--- src/pkg/sca_cfg.svh ---
// Purpose: register indices, field positions and reset values
// Assumes: byte address is four times the register index
// Notes: definitions only
`ifndef SCA_CFG_SVH
`define SCA_CFG_SVH
// register indices, block 23 down to block 10
`define SCA_CR1_IDX    {8'h9d, 8'h95, 8'h89, 8'h81}
`define SCA_CR2_IDX    {8'h9e, 8'h96, 8'h8a, 8'h82}
`define SCA_CTL_IDX    {8'ha3, 8'ha2, 8'ha1, 8'ha0}
`define SCA_GLOB_IDX   8'ha4
`define SCA_STAT_IDX   8'ha5
// address slicing
`define SCA_IDX_HI     9
`define SCA_IDX_LO     2
`define SCA_ADDR_HI    11
// first control register fields
`define SCA_ACSEL_HI   7
`define SCA_ACSEL_LO   5
`define SCA_B_BRANCH_CAP_SIZE_HI    4
// second control register fields
`define SCA_COLEN_BIT  7
`define SCA_CMPEN_BIT  6
`define SCA_AZ_BIT     5
`define SCA_C_BRANCH_CAP_SIZE_HI    4
// per-block and global control fields
`define SCA_SWAP_BIT   0
`define SCA_FSW_BIT    1
`define SCA_SAMPLE_HOLD_GLOBAL_DISABLE_BIT  0
// selector codes
`define SCA_AC_SHARED  3'h4
// reset values and bus answers
`define SCA_RST8       8'h00
`define SCA_RST2       2'h0
`define SCA_RESP_OKAY  2'h0
`define SCA_RESP_SLVERR 2'h2
`define SCA_ZERO24     24'h00_0000
`define SCA_CNT_MAX    8'hff
`define SCA_CNT_ONE    8'h01
`endif

--- src/pkg/sca_pkg.sv ---
// Purpose: shared types of the type A mux and bus control
// Assumes: constants live in sca_cfg.svh
// Notes: types only
package sca_pkg;
	typedef logic [7:0] sca_byte_t;
	typedef logic [4:0] sca_cap_t;
	typedef logic [7:0] sca_idx_t;
	typedef enum logic [1:0] {
		SCA_SRC_NONE,
		SCA_SRC_C_FIRST,
		SCA_SRC_C_SHARED
	} sca_csrc_t;
endpackage

--- src/hdl/sca_blk.sv ---
// Purpose: switch and bus control of one type A block
// Assumes: phase and comparator inputs already synchronised
// Notes: every output is registered
`timescale 1ns/1ps
`include "sca_cfg.svh"
module sca_blk import sca_pkg::*; (
	// clock and reset
	input  wire logic      aclk,
	input  wire logic      aresetn,
	// register contents
	input  wire sca_byte_t cr1,
	input  wire sca_byte_t cr2,
	input  wire logic      phase_swap_select,
	input  wire logic      gated_feedback_switch_ctl,
	input  wire logic      sample_hold_global_disable,
	// phases and comparator
	input  wire logic      ph1,
	input  wire logic      ph2,
	input  wire logic      comp_in,
	// switch controls
	output logic [4:0]     a_src_r,
	output sca_csrc_t      c_src_r,
	output sca_cap_t       b_cap_r,
	output sca_cap_t       c_cap_r,
	output logic           col_oe_n_r,
	output logic           cmp_bus_r,
	output logic           cmp_lat_r,
	output logic           short_sw_r,
	output logic           in_gnd_r,
	output logic           in_amp_r,
	output logic           sum_sw_r,
	output logic           fb_sw_r
);
	logic [2:0] acs;
	logic       col_en, cmp_en, az, iph1, iph2, rise1, late2, col_drv;
	logic [4:0] a_nxt;
	sca_csrc_t  c_nxt;
	logic       iph1_d_r;
	sca_idx_t   cnt_r, len_r;

	assign acs    = cr1[`SCA_ACSEL_HI:`SCA_ACSEL_LO];
	assign col_en = cr2[`SCA_COLEN_BIT];
	assign cmp_en = cr2[`SCA_CMPEN_BIT];
	assign az     = cr2[`SCA_AZ_BIT];
	// internal phases
	assign iph1 = phase_swap_select ? ph2 : ph1;
	assign iph2 = phase_swap_select ? ph1 : ph2;
	assign rise1 = iph1 & ~iph1_d_r;
	// one-hot a source; reserved codes open all
	assign a_nxt = (acs <= `SCA_AC_SHARED) ?
		5'(5'h01 << acs) : 5'h00;
	// top bit shares the a source with c
	assign c_nxt = (acs == `SCA_AC_SHARED) ? SCA_SRC_C_SHARED :
		(~acs[2]) ? SCA_SRC_C_FIRST : SCA_SRC_NONE;
	// second half of phase two, by last measured length
	assign late2 = iph2 & (cnt_r >= (len_r >> 1));
	// column bus gating
	assign col_drv = col_en & (phase_swap_select |
		(sample_hold_global_disable ? iph2 : late2));

	always_ff @(posedge aclk) begin
		if (!aresetn) begin
			cnt_r <= `SCA_RST8;
			len_r <= `SCA_RST8;
		end else if (iph2) begin
			if (cnt_r != `SCA_CNT_MAX)
				cnt_r <= cnt_r + `SCA_CNT_ONE;
		end else if (cnt_r != `SCA_RST8) begin
			len_r <= cnt_r;
			cnt_r <= `SCA_RST8;
		end
	end

	always_ff @(posedge aclk) begin
		if (!aresetn) begin
			iph1_d_r  <= 1'b0;
			cmp_lat_r <= 1'b0;
		end else begin
			iph1_d_r <= iph1;
			if (rise1)
				cmp_lat_r <= comp_in;
		end
	end

	always_ff @(posedge aclk) begin
		if (!aresetn) begin
			a_src_r    <= 5'h00;
			c_src_r    <= SCA_SRC_NONE;
			b_cap_r    <= 5'h00;
			c_cap_r    <= 5'h00;
			col_oe_n_r <= 1'b1;
			cmp_bus_r  <= 1'b0;
			short_sw_r <= 1'b0;
			in_gnd_r   <= 1'b0;
			in_amp_r   <= 1'b0;
			sum_sw_r   <= 1'b0;
			fb_sw_r    <= 1'b0;
		end else begin
			a_src_r    <= a_nxt;
			c_src_r    <= c_nxt;
			b_cap_r    <= cr1[`SCA_B_BRANCH_CAP_SIZE_HI:0];
			c_cap_r    <= cr2[`SCA_C_BRANCH_CAP_SIZE_HI:0];
			col_oe_n_r <= ~col_drv;
			cmp_bus_r  <= cmp_en & cmp_lat_r;
			short_sw_r <= az & iph1;
			in_gnd_r   <= az & iph1;
			in_amp_r   <= ~az | iph2;
			sum_sw_r   <= az;
			fb_sw_r    <= gated_feedback_switch_ctl &
				(~az | iph2);
		end
	end
endmodule // sca_blk

--- src/hdl/sca_mux_bus_ctl.sv ---
// Purpose: registers and switch control of four type A blocks
// Assumes: axi4-lite slave, 25 MHz aclk, phase pins asynchronous
// Notes: block order 10, 12, 21, 23 at positions 0 to 3
//
// Added by the designer: the AXI4-Lite register port.
`timescale 1ns/1ps
`include "sca_cfg.svh"
module sca_mux_bus_ctl import sca_pkg::*; (
	// clock and reset
	input  wire logic        aclk,
	input  wire logic        aresetn,
	// write address
	input  wire logic [11:0] awaddr,
	input  wire logic        awvalid,
	output logic             awready,
	// write data
	input  wire logic [31:0] wdata,
	input  wire logic [3:0]  wstrb,
	input  wire logic        wvalid,
	output logic             wready,
	// write response
	output logic [1:0]       bresp,
	output logic             bvalid,
	input  wire logic        bready,
	// read address
	input  wire logic [11:0] araddr,
	input  wire logic        arvalid,
	output logic             arready,
	// read data
	output logic [31:0]      rdata,
	output logic [1:0]       rresp,
	output logic             rvalid,
	input  wire logic        rready,
	// phase clock and comparator pins
	input  wire logic        phase_one_clock,
	input  wire logic        phase_two_clock,
	input  wire logic [3:0]  comparator_raw,
	// mux and capacitor controls per block
	output logic [3:0][4:0]  a_branch_source_sel,
	output sca_csrc_t [3:0]  c_branch_source_sel,
	output sca_cap_t [3:0]   b_branch_cap_size,
	output sca_cap_t [3:0]   c_branch_cap_size,
	// column buses per block
	output logic [3:0]       column_analog_bus_oe_n,
	output logic [3:0]       column_comparator_bus,
	// op-amp switches per block
	output logic [3:0]       offset_short_switch,
	output logic [3:0]       input_to_ground_switch,
	output logic [3:0]       input_to_amp_switch,
	output logic [3:0]       summing_node_switch,
	output logic [3:0]       feedback_switch
);
	localparam logic [3:0][7:0] CR1_IDX = `SCA_CR1_IDX;
	localparam logic [3:0][7:0] CR2_IDX = `SCA_CR2_IDX;
	localparam logic [3:0][7:0] CTL_IDX = `SCA_CTL_IDX;

	// pin synchronisers
	logic [5:0] sync1_r;
	logic [5:0] sync2_r;
	logic       ph1_s;
	logic       ph2_s;
	logic [3:0] comp_s;

	// register file
	sca_byte_t  cr1_r [4];
	sca_byte_t  cr2_r [4];
	logic [1:0] ctl_r [4];
	logic       glob_r;
	logic [3:0] cmp_lat;

	// bus state
	logic        awready_r;
	logic        wready_r;
	logic        bvalid_r;
	logic        arready_r;
	logic        rvalid_r;
	logic        aw_have_r;
	logic        w_have_r;
	logic [11:0] awaddr_r;
	logic [31:0] wdata_r;
	logic [3:0]  wstrb_r;
	logic [1:0]  bresp_r;
	logic [1:0]  rresp_r;
	logic [31:0] rdata_r;

	// bus next values
	logic        awready_nxt;
	logic        wready_nxt;
	logic        bvalid_nxt;
	logic        arready_nxt;
	logic        rvalid_nxt;
	logic        aw_have_nxt;
	logic        w_have_nxt;
	logic [1:0]  bresp_nxt;
	logic [1:0]  rresp_nxt;
	logic [31:0] rdata_nxt;

	// decode wires
	logic        aw_take;
	logic        w_take;
	logic        ar_take;
	logic        b_done;
	logic        r_done;
	logic        aw_ok;
	logic        w_ok;
	logic        do_wr;
	logic        wr_en;
	logic [11:0] wa;
	logic [31:0] wd;
	logic [3:0]  ws;
	sca_idx_t    widx;
	sca_idx_t    ridx;
	logic        wtop_ok;
	logic        rtop_ok;
	logic [3:0]  w_cr1;
	logic [3:0]  w_cr2;
	logic [3:0]  w_ctl;
	logic [3:0]  r_cr1;
	logic [3:0]  r_cr2;
	logic [3:0]  r_ctl;
	logic        w_glob;
	logic        r_glob;
	logic        r_stat;
	logic        w_hit;
	logic        r_hit;
	sca_byte_t   racc [5];
	sca_byte_t   rval;

	assign {comp_s, ph2_s, ph1_s} = sync2_r;

	always_ff @(posedge aclk) begin
		if (!aresetn) begin
			sync1_r <= 6'h00;
			sync2_r <= 6'h00;
		end else begin
			sync1_r <= {comparator_raw, phase_two_clock,
				phase_one_clock};
			sync2_r <= sync1_r;
		end
	end

	// handshakes
	assign aw_take = awvalid & awready_r;
	assign w_take  = wvalid & wready_r;
	assign ar_take = arvalid & arready_r;
	assign b_done  = bvalid_r & bready;
	assign r_done  = rvalid_r & rready;
	assign aw_ok   = aw_have_r | aw_take;
	assign w_ok    = w_have_r | w_take;
	assign do_wr   = aw_ok & w_ok & ~bvalid_r;
	assign wa      = aw_have_r ? awaddr_r : awaddr;
	assign wd      = w_have_r ? wdata_r : wdata;
	assign ws      = w_have_r ? wstrb_r : wstrb;
	assign wr_en   = do_wr & ws[0];

	// address decode
	assign widx    = wa[`SCA_IDX_HI:`SCA_IDX_LO];
	assign ridx    = araddr[`SCA_IDX_HI:`SCA_IDX_LO];
	assign wtop_ok = (wa[`SCA_ADDR_HI:`SCA_IDX_HI+1] == 2'h0);
	assign rtop_ok = (araddr[`SCA_ADDR_HI:`SCA_IDX_HI+1] == 2'h0);
	assign w_glob  = wtop_ok & (widx == `SCA_GLOB_IDX);
	assign r_glob  = rtop_ok & (ridx == `SCA_GLOB_IDX);
	assign r_stat  = rtop_ok & (ridx == `SCA_STAT_IDX);
	assign w_hit   = |{w_cr1, w_cr2, w_ctl, w_glob};
	assign r_hit   = |{r_cr1, r_cr2, r_ctl, r_glob, r_stat};

	assign racc[0] = ({8{r_glob}} & {7'h00, glob_r}) |
		({8{r_stat}} & {4'h0, cmp_lat});
	assign rval = racc[4];

	genvar g;
	generate
		for (g = 0; g < 4; g++) begin : g_blk
			assign w_cr1[g] = wtop_ok & (widx == CR1_IDX[g]);
			assign w_cr2[g] = wtop_ok & (widx == CR2_IDX[g]);
			assign w_ctl[g] = wtop_ok & (widx == CTL_IDX[g]);
			assign r_cr1[g] = rtop_ok & (ridx == CR1_IDX[g]);
			assign r_cr2[g] = rtop_ok & (ridx == CR2_IDX[g]);
			assign r_ctl[g] = rtop_ok & (ridx == CTL_IDX[g]);
			assign racc[g+1] = racc[g] |
				({8{r_cr1[g]}} & cr1_r[g]) |
				({8{r_cr2[g]}} & cr2_r[g]) |
				({8{r_ctl[g]}} & {6'h00, ctl_r[g]});

			// every bit read/write, clears at reset
			always_ff @(posedge aclk) begin
				if (!aresetn)
					cr1_r[g] <= `SCA_RST8;
				else if (wr_en & w_cr1[g])
					cr1_r[g] <= wd[7:0];
			end

			always_ff @(posedge aclk) begin
				if (!aresetn)
					cr2_r[g] <= `SCA_RST8;
				else if (wr_en & w_cr2[g])
					cr2_r[g] <= wd[7:0];
			end

			always_ff @(posedge aclk) begin
				if (!aresetn)
					ctl_r[g] <= `SCA_RST2;
				else if (wr_en & w_ctl[g])
					ctl_r[g] <= wd[1:0];
			end

			// controls follow registers and phases
			sca_blk u_blk (
				.aclk                       (aclk),
				.aresetn                    (aresetn),
				.cr1                        (cr1_r[g]),
				.cr2                        (cr2_r[g]),
				.phase_swap_select          (ctl_r[g][`SCA_SWAP_BIT]),
				.gated_feedback_switch_ctl  (ctl_r[g][`SCA_FSW_BIT]),
				.sample_hold_global_disable (glob_r),
				.ph1                        (ph1_s),
				.ph2                        (ph2_s),
				.comp_in                    (comp_s[g]),
				.a_src_r                    (a_branch_source_sel[g]),
				.c_src_r                    (c_branch_source_sel[g]),
				.b_cap_r                    (b_branch_cap_size[g]),
				.c_cap_r                    (c_branch_cap_size[g]),
				.col_oe_n_r                 (column_analog_bus_oe_n[g]),
				.cmp_bus_r                  (column_comparator_bus[g]),
				.cmp_lat_r                  (cmp_lat[g]),
				.short_sw_r                 (offset_short_switch[g]),
				.in_gnd_r                   (input_to_ground_switch[g]),
				.in_amp_r                   (input_to_amp_switch[g]),
				.sum_sw_r                   (summing_node_switch[g]),
				.fb_sw_r                    (feedback_switch[g])
			);
		end
	endgenerate

	always_ff @(posedge aclk) begin
		if (!aresetn)
			glob_r <= 1'b0;
		else if (wr_en & w_glob)
			glob_r <= wd[`SCA_SAMPLE_HOLD_GLOBAL_DISABLE_BIT];
	end

	// write channel next values
	assign awready_nxt = b_done | (awready_r & ~aw_take);
	assign wready_nxt  = b_done | (wready_r & ~w_take);
	assign aw_have_nxt = ~do_wr & (aw_have_r | aw_take);
	assign w_have_nxt  = ~do_wr & (w_have_r | w_take);
	assign bvalid_nxt  = do_wr | (bvalid_r & ~b_done);
	assign bresp_nxt   = w_hit ? `SCA_RESP_OKAY : `SCA_RESP_SLVERR;

	// read channel next values
	assign arready_nxt = r_done | (arready_r & ~ar_take);
	assign rvalid_nxt  = ar_take | (rvalid_r & ~r_done);
	assign rresp_nxt   = r_hit ? `SCA_RESP_OKAY : `SCA_RESP_SLVERR;
	assign rdata_nxt   = {`SCA_ZERO24, rval};

	// ready flags, high while idle
	always_ff @(posedge aclk) begin
		if (!aresetn) begin
			awready_r <= 1'b1;
			wready_r  <= 1'b1;
			arready_r <= 1'b1;
		end else begin
			awready_r <= awready_nxt;
			wready_r  <= wready_nxt;
			arready_r <= arready_nxt;
		end
	end

	// held write address and data
	always_ff @(posedge aclk) begin
		if (!aresetn) begin
			aw_have_r <= 1'b0;
			w_have_r  <= 1'b0;
			awaddr_r  <= 12'h000;
			wdata_r   <= 32'h0000_0000;
			wstrb_r   <= 4'h0;
		end else begin
			aw_have_r <= aw_have_nxt;
			w_have_r  <= w_have_nxt;
			if (aw_take)
				awaddr_r <= awaddr;
			if (w_take) begin
				wdata_r <= wdata;
				wstrb_r <= wstrb;
			end
		end
	end

	// write answer
	always_ff @(posedge aclk) begin
		if (!aresetn) begin
			bvalid_r <= 1'b0;
			bresp_r  <= `SCA_RESP_OKAY;
		end else begin
			bvalid_r <= bvalid_nxt;
			if (do_wr)
				bresp_r <= bresp_nxt;
		end
	end

	// read answer
	always_ff @(posedge aclk) begin
		if (!aresetn) begin
			rvalid_r <= 1'b0;
			rdata_r  <= 32'h0000_0000;
			rresp_r  <= `SCA_RESP_OKAY;
		end else begin
			rvalid_r <= rvalid_nxt;
			if (ar_take) begin
				rdata_r <= rdata_nxt;
				rresp_r <= rresp_nxt;
			end
		end
	end

	assign awready = awready_r;
	assign wready  = wready_r;
	assign bvalid  = bvalid_r;
	assign bresp   = bresp_r;
	assign arready = arready_r;
	assign rvalid  = rvalid_r;
	assign rdata   = rdata_r;
	assign rresp   = rresp_r;
endmodule // sca_mux_bus_ctl

--- config.mk ---
export PLATFORM = sky130hd
export DESIGN_NAME = sca_mux_bus_ctl
export DESIGN_NICKNAME = d
export VERILOG_FILES = /design/src/pkg/sca_pkg.sv /design/src/hdl/sca_blk.sv /design/src/hdl/sca_mux_bus_ctl.sv
export VERILOG_INCLUDE_DIRS = /design/src /design/src/pkg
export SDC_FILE = /design/constraint.sdc
export NUM_CORES = 1
export LEC_CHECK = 0
export ABC_AREA = 0
export BUFFER_PORTS_ARGS = -buffer_cell sky130_fd_sc_hd__buf_2
export CORE_UTILIZATION = 30
export DETAILED_ROUTE_END_ITERATION = 8
export RECOVER_POWER = 50
export SLEW_MARGIN = 0
export SYNTH_ARGS = -nofsm -noshare
export SYNTH_HDL_FRONTEND = slang
export SYNTH_SLANG_ARGS = --single-unit
--- constraint.sdc ---
create_clock -name aclk -period 4.35 [get_ports aclk]
set_input_delay 0.2175 -clock aclk [delete_from_list [all_inputs] [get_ports aclk]]
set_output_delay 0.2175 -clock aclk [all_outputs]
set_load 0.02 [all_outputs]
; Yosys cells after proc, flatten, opt, wreduce, memory -nomap -nowiden
; Memories as Yosys holds them, arrays and structs flattened.
; Cells that the tools add are included.
[totals]
register_bits = 217
ram_bits = 72
inputBits = 73
wordCells = 405
n_memories = 3
[memory_table]
columns = memory, words, width, read_ports, rd_ports_with_merged_regs, wr, line_no
row1 = cr1_r, 4, 8, 4, 0, 4, sca_mux_bus_ctl.sv:65  ; sca_byte_t cr1_r [4];
row2 = cr2_r, 4, 8, 4, 0, 4, sca_mux_bus_ctl.sv:66  ; sca_byte_t cr2_r [4];
row3 = ctl_r, 4, 2, 4, 0, 4, sca_mux_bus_ctl.sv:67  ; logic [1:0] ctl_r [4];
[classes]
n_addsub = 4
n_lt_le_gt_ge = 8
eq_ne = 39
n_shift = 4
muxes = 86
bitwise = 157
reduce_logical = 28
[ops]
columns = op, n
row1 = "== test 8 bit, second input constant", 27
row2 = 2-to-1 mux 8 bit, 21
row3 = OR 8 bit, 13
row4 = AND 1 bit, 79
row5 = AND 8 bit, 8
row6 = 2-to-1 mux 1 bit, 54
row7 = "adder 8 x 1 -> 8 bit, second input constant", 4
row8 = AND 8 x 2 -> 8 bit, 4
row9 = >= comparator 8 x 7 -> 1 bit, 4
row10 = "inequality test 8 bit, second input constant", 4
row11 = nonzero test 8 bit, 4
row12 = OR 1 bit, 27
row13 = inverter 1 bit, 24
row14 = AND reduction 2 bit, 12
row15 = 2-to-1 mux 2 bit, 10
row16 = "<< shifter 1 x 3 -> 5 bit, first input constant", 4
row17 = OR reduction 14 bit, 1
row18 = OR reduction 13 bit, 1
row19 = "== test 3 bit, second input constant", 4
row20 = "<= comparator 3 bit, second input constant", 4
row21 = 2-to-1 mux 12 bit, 1
row22 = AND 8 x 1 -> 8 bit, 1
row23 = AND 8 x 4 -> 8 bit, 1
row24 = "inequality test 2 bit, second input constant", 4
row25 = other kinds (3), 10

; Depth between registers and ports, before layout
[logic_depth]
ltp_word = 16
depth_mapped = 8

; Modules after synthesis
; Synthesis repeated with hierarchy kept, for this count alone.
[hier_totals]
cells_unflattened = 1221
hier_area_um2 = 12145.4
[modules_own_cells]
columns = mod, instances, cells_each, area_each_um2
row1 = sca_blk, 4, 169, 1631.6
row2 = sca_mux_bus_ctl, 1, 545, 5619.1

; Worst setup path before layout
; No wires, ideal clock.
[synth_path]
path_kind = reg-to-reg
from = reg wready_r (netlist: wready)
to = mem cr1_r[3][0] (netlist bit), enable pin
setup_time_ns = 0.384
arrival_time_ns = 2.004
required_ns = 3.966
path_slack_ns = 1.962
stages_incl_launch_ff = 5
path_buffers = 0
synth_period_minus_slack_ns = 2.388
cell_sequence = dfxtp_1 -> nand4b_1 -> a211o_1 -> or3_1 -> o21ai_0
[synth_lines]
columns = element, line_no
row1 = from (decl), sca_mux_bus_ctl.sv:73  ; logic wready_r;
row2 = from (signal assigned), sca_mux_bus_ctl.sv:264  ; wready_r <= wready_nxt;
row3 = to (decl), sca_mux_bus_ctl.sv:65

==> results.md <==
* Run status: finished with violations
* Failing checks: max-capacitance violations, max-slew violations
* Summed area of non-filler cells in the final layout at 14340 um2
* Final total negative setup slack at 0 ps
* Mean instance size in the synthesized netlist at ~10 um2
* Highest routed metal layer: met4
* Synth Flop Type: sky130_fd_sc_hd__dfxtp_1
* TritonCTS clock tree: yes
* Hold wc startpoint: araddr[10]
* Power per Cell Area at 417.2 nW/um2
* Worst ir drop on vdd at 0.0003407 V
* Setup violators final at 0
* Root Buffer Master: sky130_fd_sc_hd__clkbuf_16
* Post-CTS setup-driven buffer insertion count at 0
* Overall die width at 202.5 um
* Count leader, synth: sky130_fd_sc_hd__dfxtp_1
* Number of warning messages in the yosys log at 0
* Cell internal power dissipation at 4.538 mW
* Y dimension of the die at around 200 um
* Global-route usage over all layers at 15.17%
* Synth area leader: sky130_fd_sc_hd__dfxtp_1
* Portion of the clock cycle consumed by the worst path in the final layout at 71.18%
* Final setup skew at 27.73 ps
* H-tree levels at 1
* Number of buffers inserted during clock tree synthesis at 31
* Area share of the leading cell type in the synthesized netlist at a little over a third
* Worst slew pin tran at 1841 ps
* Min Clock Period, post-route at just over 3000 ps
* Clock-pin transition on the worst setup and hold timing paths at ~60 ps
* Grt ovf at 0
* Vias per Instance at 4.878
* Final Wtd Congestion at 0.8593
* Clock Sink Count at 281
* Clock Power Share at 45.3%
* Longest individual stage delay on the worst path at 1290 ps
* Amount of wire on met3 after detailed routing at approximately 2100 um
* Share of cells above drive strength 1 at 9.703%
* Routed length on met2 at 14290 um
* Crit path capture type: register
* Detail Route Antenna Nets at 0
* Type of the most critical hold path: in2reg
* Starting DRC count in detailed routing at 653
* Max stage delay cell, worst path: sky130_fd_sc_hd__clkbuf_1
* Total via count after detailed routing at 9448
* Clock latency at the later pin of the worst-skew pair at 580 ps
* Sequential cell area fraction in the yosys report at 52.60%
* Final antenna diode count at 0
* Type of the worst setup path: in2reg
* Post-layout net count at ~1.5k
* Share of the core filled with cells in the final layout at a little over a third
* Total Die Area at 41020 um2
* WP data arrival at roughly 3600 ps
* Switching pwr at between 1 and 1.5 mW
* Sw frac at roughly 24%
* Number of synthesized register bits at 281
* First-pass detailed-route iteration total at 5
* Cell Area, Placed at between 10000 and 15000 um2
* Total Power Consumption at 5.983 mW
* Tightest hold margin at ~80 ps
* Worst max-slew margin expressed relative to the limit at -22.72%
* Reg-to-Reg Start: aw_have_r
* Met1 Wirelength at around 15000 um
* Detailed-route wire length per cell at 16.43 um
* Max Fclk at 323.0 MHz
* Kind of launch point of the worst setup path: input pin
* Setup crit start: aresetn
* Worst-path cell chain: clkbuf_1, inv_2, buf_4, a21oi_1, o21ai_0, dlygate4sd3_1
* Count of unresolved DRC violations after routing at 0
* Antenna violations before repair at 1
* Pleak at 5.229 nW
* Unrepaired setup endpoints after global routing: no
* Unique cell type count in the Yosys netlist at 80
* Clock Tree Buf Depth at 3
* Critical path required time at ~4800 ps
* Number of top-level pins at 210
* Number of global-route vias before repair at 8873
* Crit-path max FO at 50
* Commonest cells in the netlist: 209 x sky130_fd_sc_hd__dfxtp_1, 150 x sky130_fd_sc_hd__nor2_1, 126 x sky130_fd_sc_hd__nand2_1
* Number of cells produced by synthesis at 1237
* EDFF count, synth at 72
* Share of async-settable or async-resettable flops after synthesis at 0%
* Combinational group share of total power at 7.4%
* Input/output buffers at 152
* Drt total wl at roughly 32000 um
* Area of the placeable core at slightly below 40000 um2
* Final Slew Violations at 50
* Max capacitance violation total at 1
* Detailed-placement wirelength estimate at around 23000 um
* Sequential share of power at 47.3%
* Dominant cells by area after synthesis: sky130_fd_sc_hd__dfxtp_1 35%, sky130_fd_sc_hd__edfxtp_1 18%, sky130_fd_sc_hd__nor2_1 4.7%
* Number of standard-cell rows in the floorplan at 73
* Pin count of the biggest net entering global routing at 58
* Initial cell density of the core at 30.36%
* Wire length of the first global-routing pass at 49260 um
* Signed area change from the synthesized netlist to the final layout at 18.88%
* Post-synthesis cell area at 12060 um2
* Final hold violations at 0
repair_timing:
item                      CTS  global route
resized for setup           0             0
hold endpoints to repair   30             0
hold buffers               32             0
stage by stage:
stage / cells / worst slack, ps
4_1_cts: 1937 / 1382
3_5_place_dp: 1848 / 1374
2_1_floorplan: 1262 / 1962
6_report: 1937 / 1254
3_3_place_gp: 1848 / 1460
5_1_grt: 1937 / 880.6
area by class of cell:
type	instances	area, um2
tap	525	656.9
inverter	40	150.1
timing repair buffer	198	1059
fill	4075	25390
sequential	281	6346
multi-input combinational	836	5057
clock buffer	43	903.4
clock inverter	14	168.9
power groups by stage:
stage | Combinational (mW) | Clock, mW | Sequential [mW]
after floorplan | 0.279 | 0 | 2.89
after global placement | 0.423 | 0 | 2.89
after detailed placement | 0.429 | 0 | 2.89
after CTS | 0.455 | 2.77 | 2.83
after global routing | 0.484 | 2.88 | 2.84
final | 0.444 | 2.71 | 2.83
final timing paths:
path	to	slack [ps]	depth (start not counted)
setup reg to reg	cr1_r[3][7]	1350	4
setup / recovery	awready	1250	6
hold / removal	rresp[1]	80	3
hold reg to reg	sync2_r[0]	430	1
layout by cell type, fill, tap and decap left out, drive strengths merged, types with 14 or more instances in the layout:
master and instances:
edfxtp 72, xor2 15, nand2 127, clkbuf 155
nor2 151, nand2b 14, a22oi 21, inv 43
o21ai 36, nand3 35, conb 26, a21oi 76
buf 54, dlygate4sd3 32, mux2i 20, nor3 22
and2 65, ha 36, a211oi 14, dfxtp 209
layer usage:
layer | vias up | track usage [%]
li1 | 4597 | -
met1 | 4488 | 20.91
met2 | 311 | 23.81
met3 | 52 | 2.392
met4 | 0 | 5.773
met5 | - | 0
cell families after synthesis:
group / count (synthesis) / synth area share, %
multiplexers: 26 / 2.250
other: 1 / 0.03108
AND/OR/NAND/NOR: 491 / 20.33
AO/OA/AOI/OAI: 238 / 13.35
buffers and inverters: 145 / 6.326
flip-flops: 281 / 52.60
XOR/XNOR: 19 / 1.379
adder cells (fa/ha/maj): 36 / 3.734
worst max-delay path, delay by kind of cell:
kind	cells	cell delay [ps]
buffers and inverters	4	3010
AOI/OAI and AO/OA	2	270
state kept, by name (all words and copies together) (netlist names), 10 cells and up:
| signal | cells |
|---|---|
| g_blk.u_blk.b_cap_r | 20 |
| g_blk.u_blk.c_cap_r | 20 |
| g_blk.u_blk.len_r | 28 |
| cr1_r | 32 |
| g_blk.u_blk.cnt_r | 32 |
| awaddr_r | 10 |
| g_blk.u_blk.a_src_r | 20 |
| cr2_r | 32 |
Power figures use the tool's default switching activity.
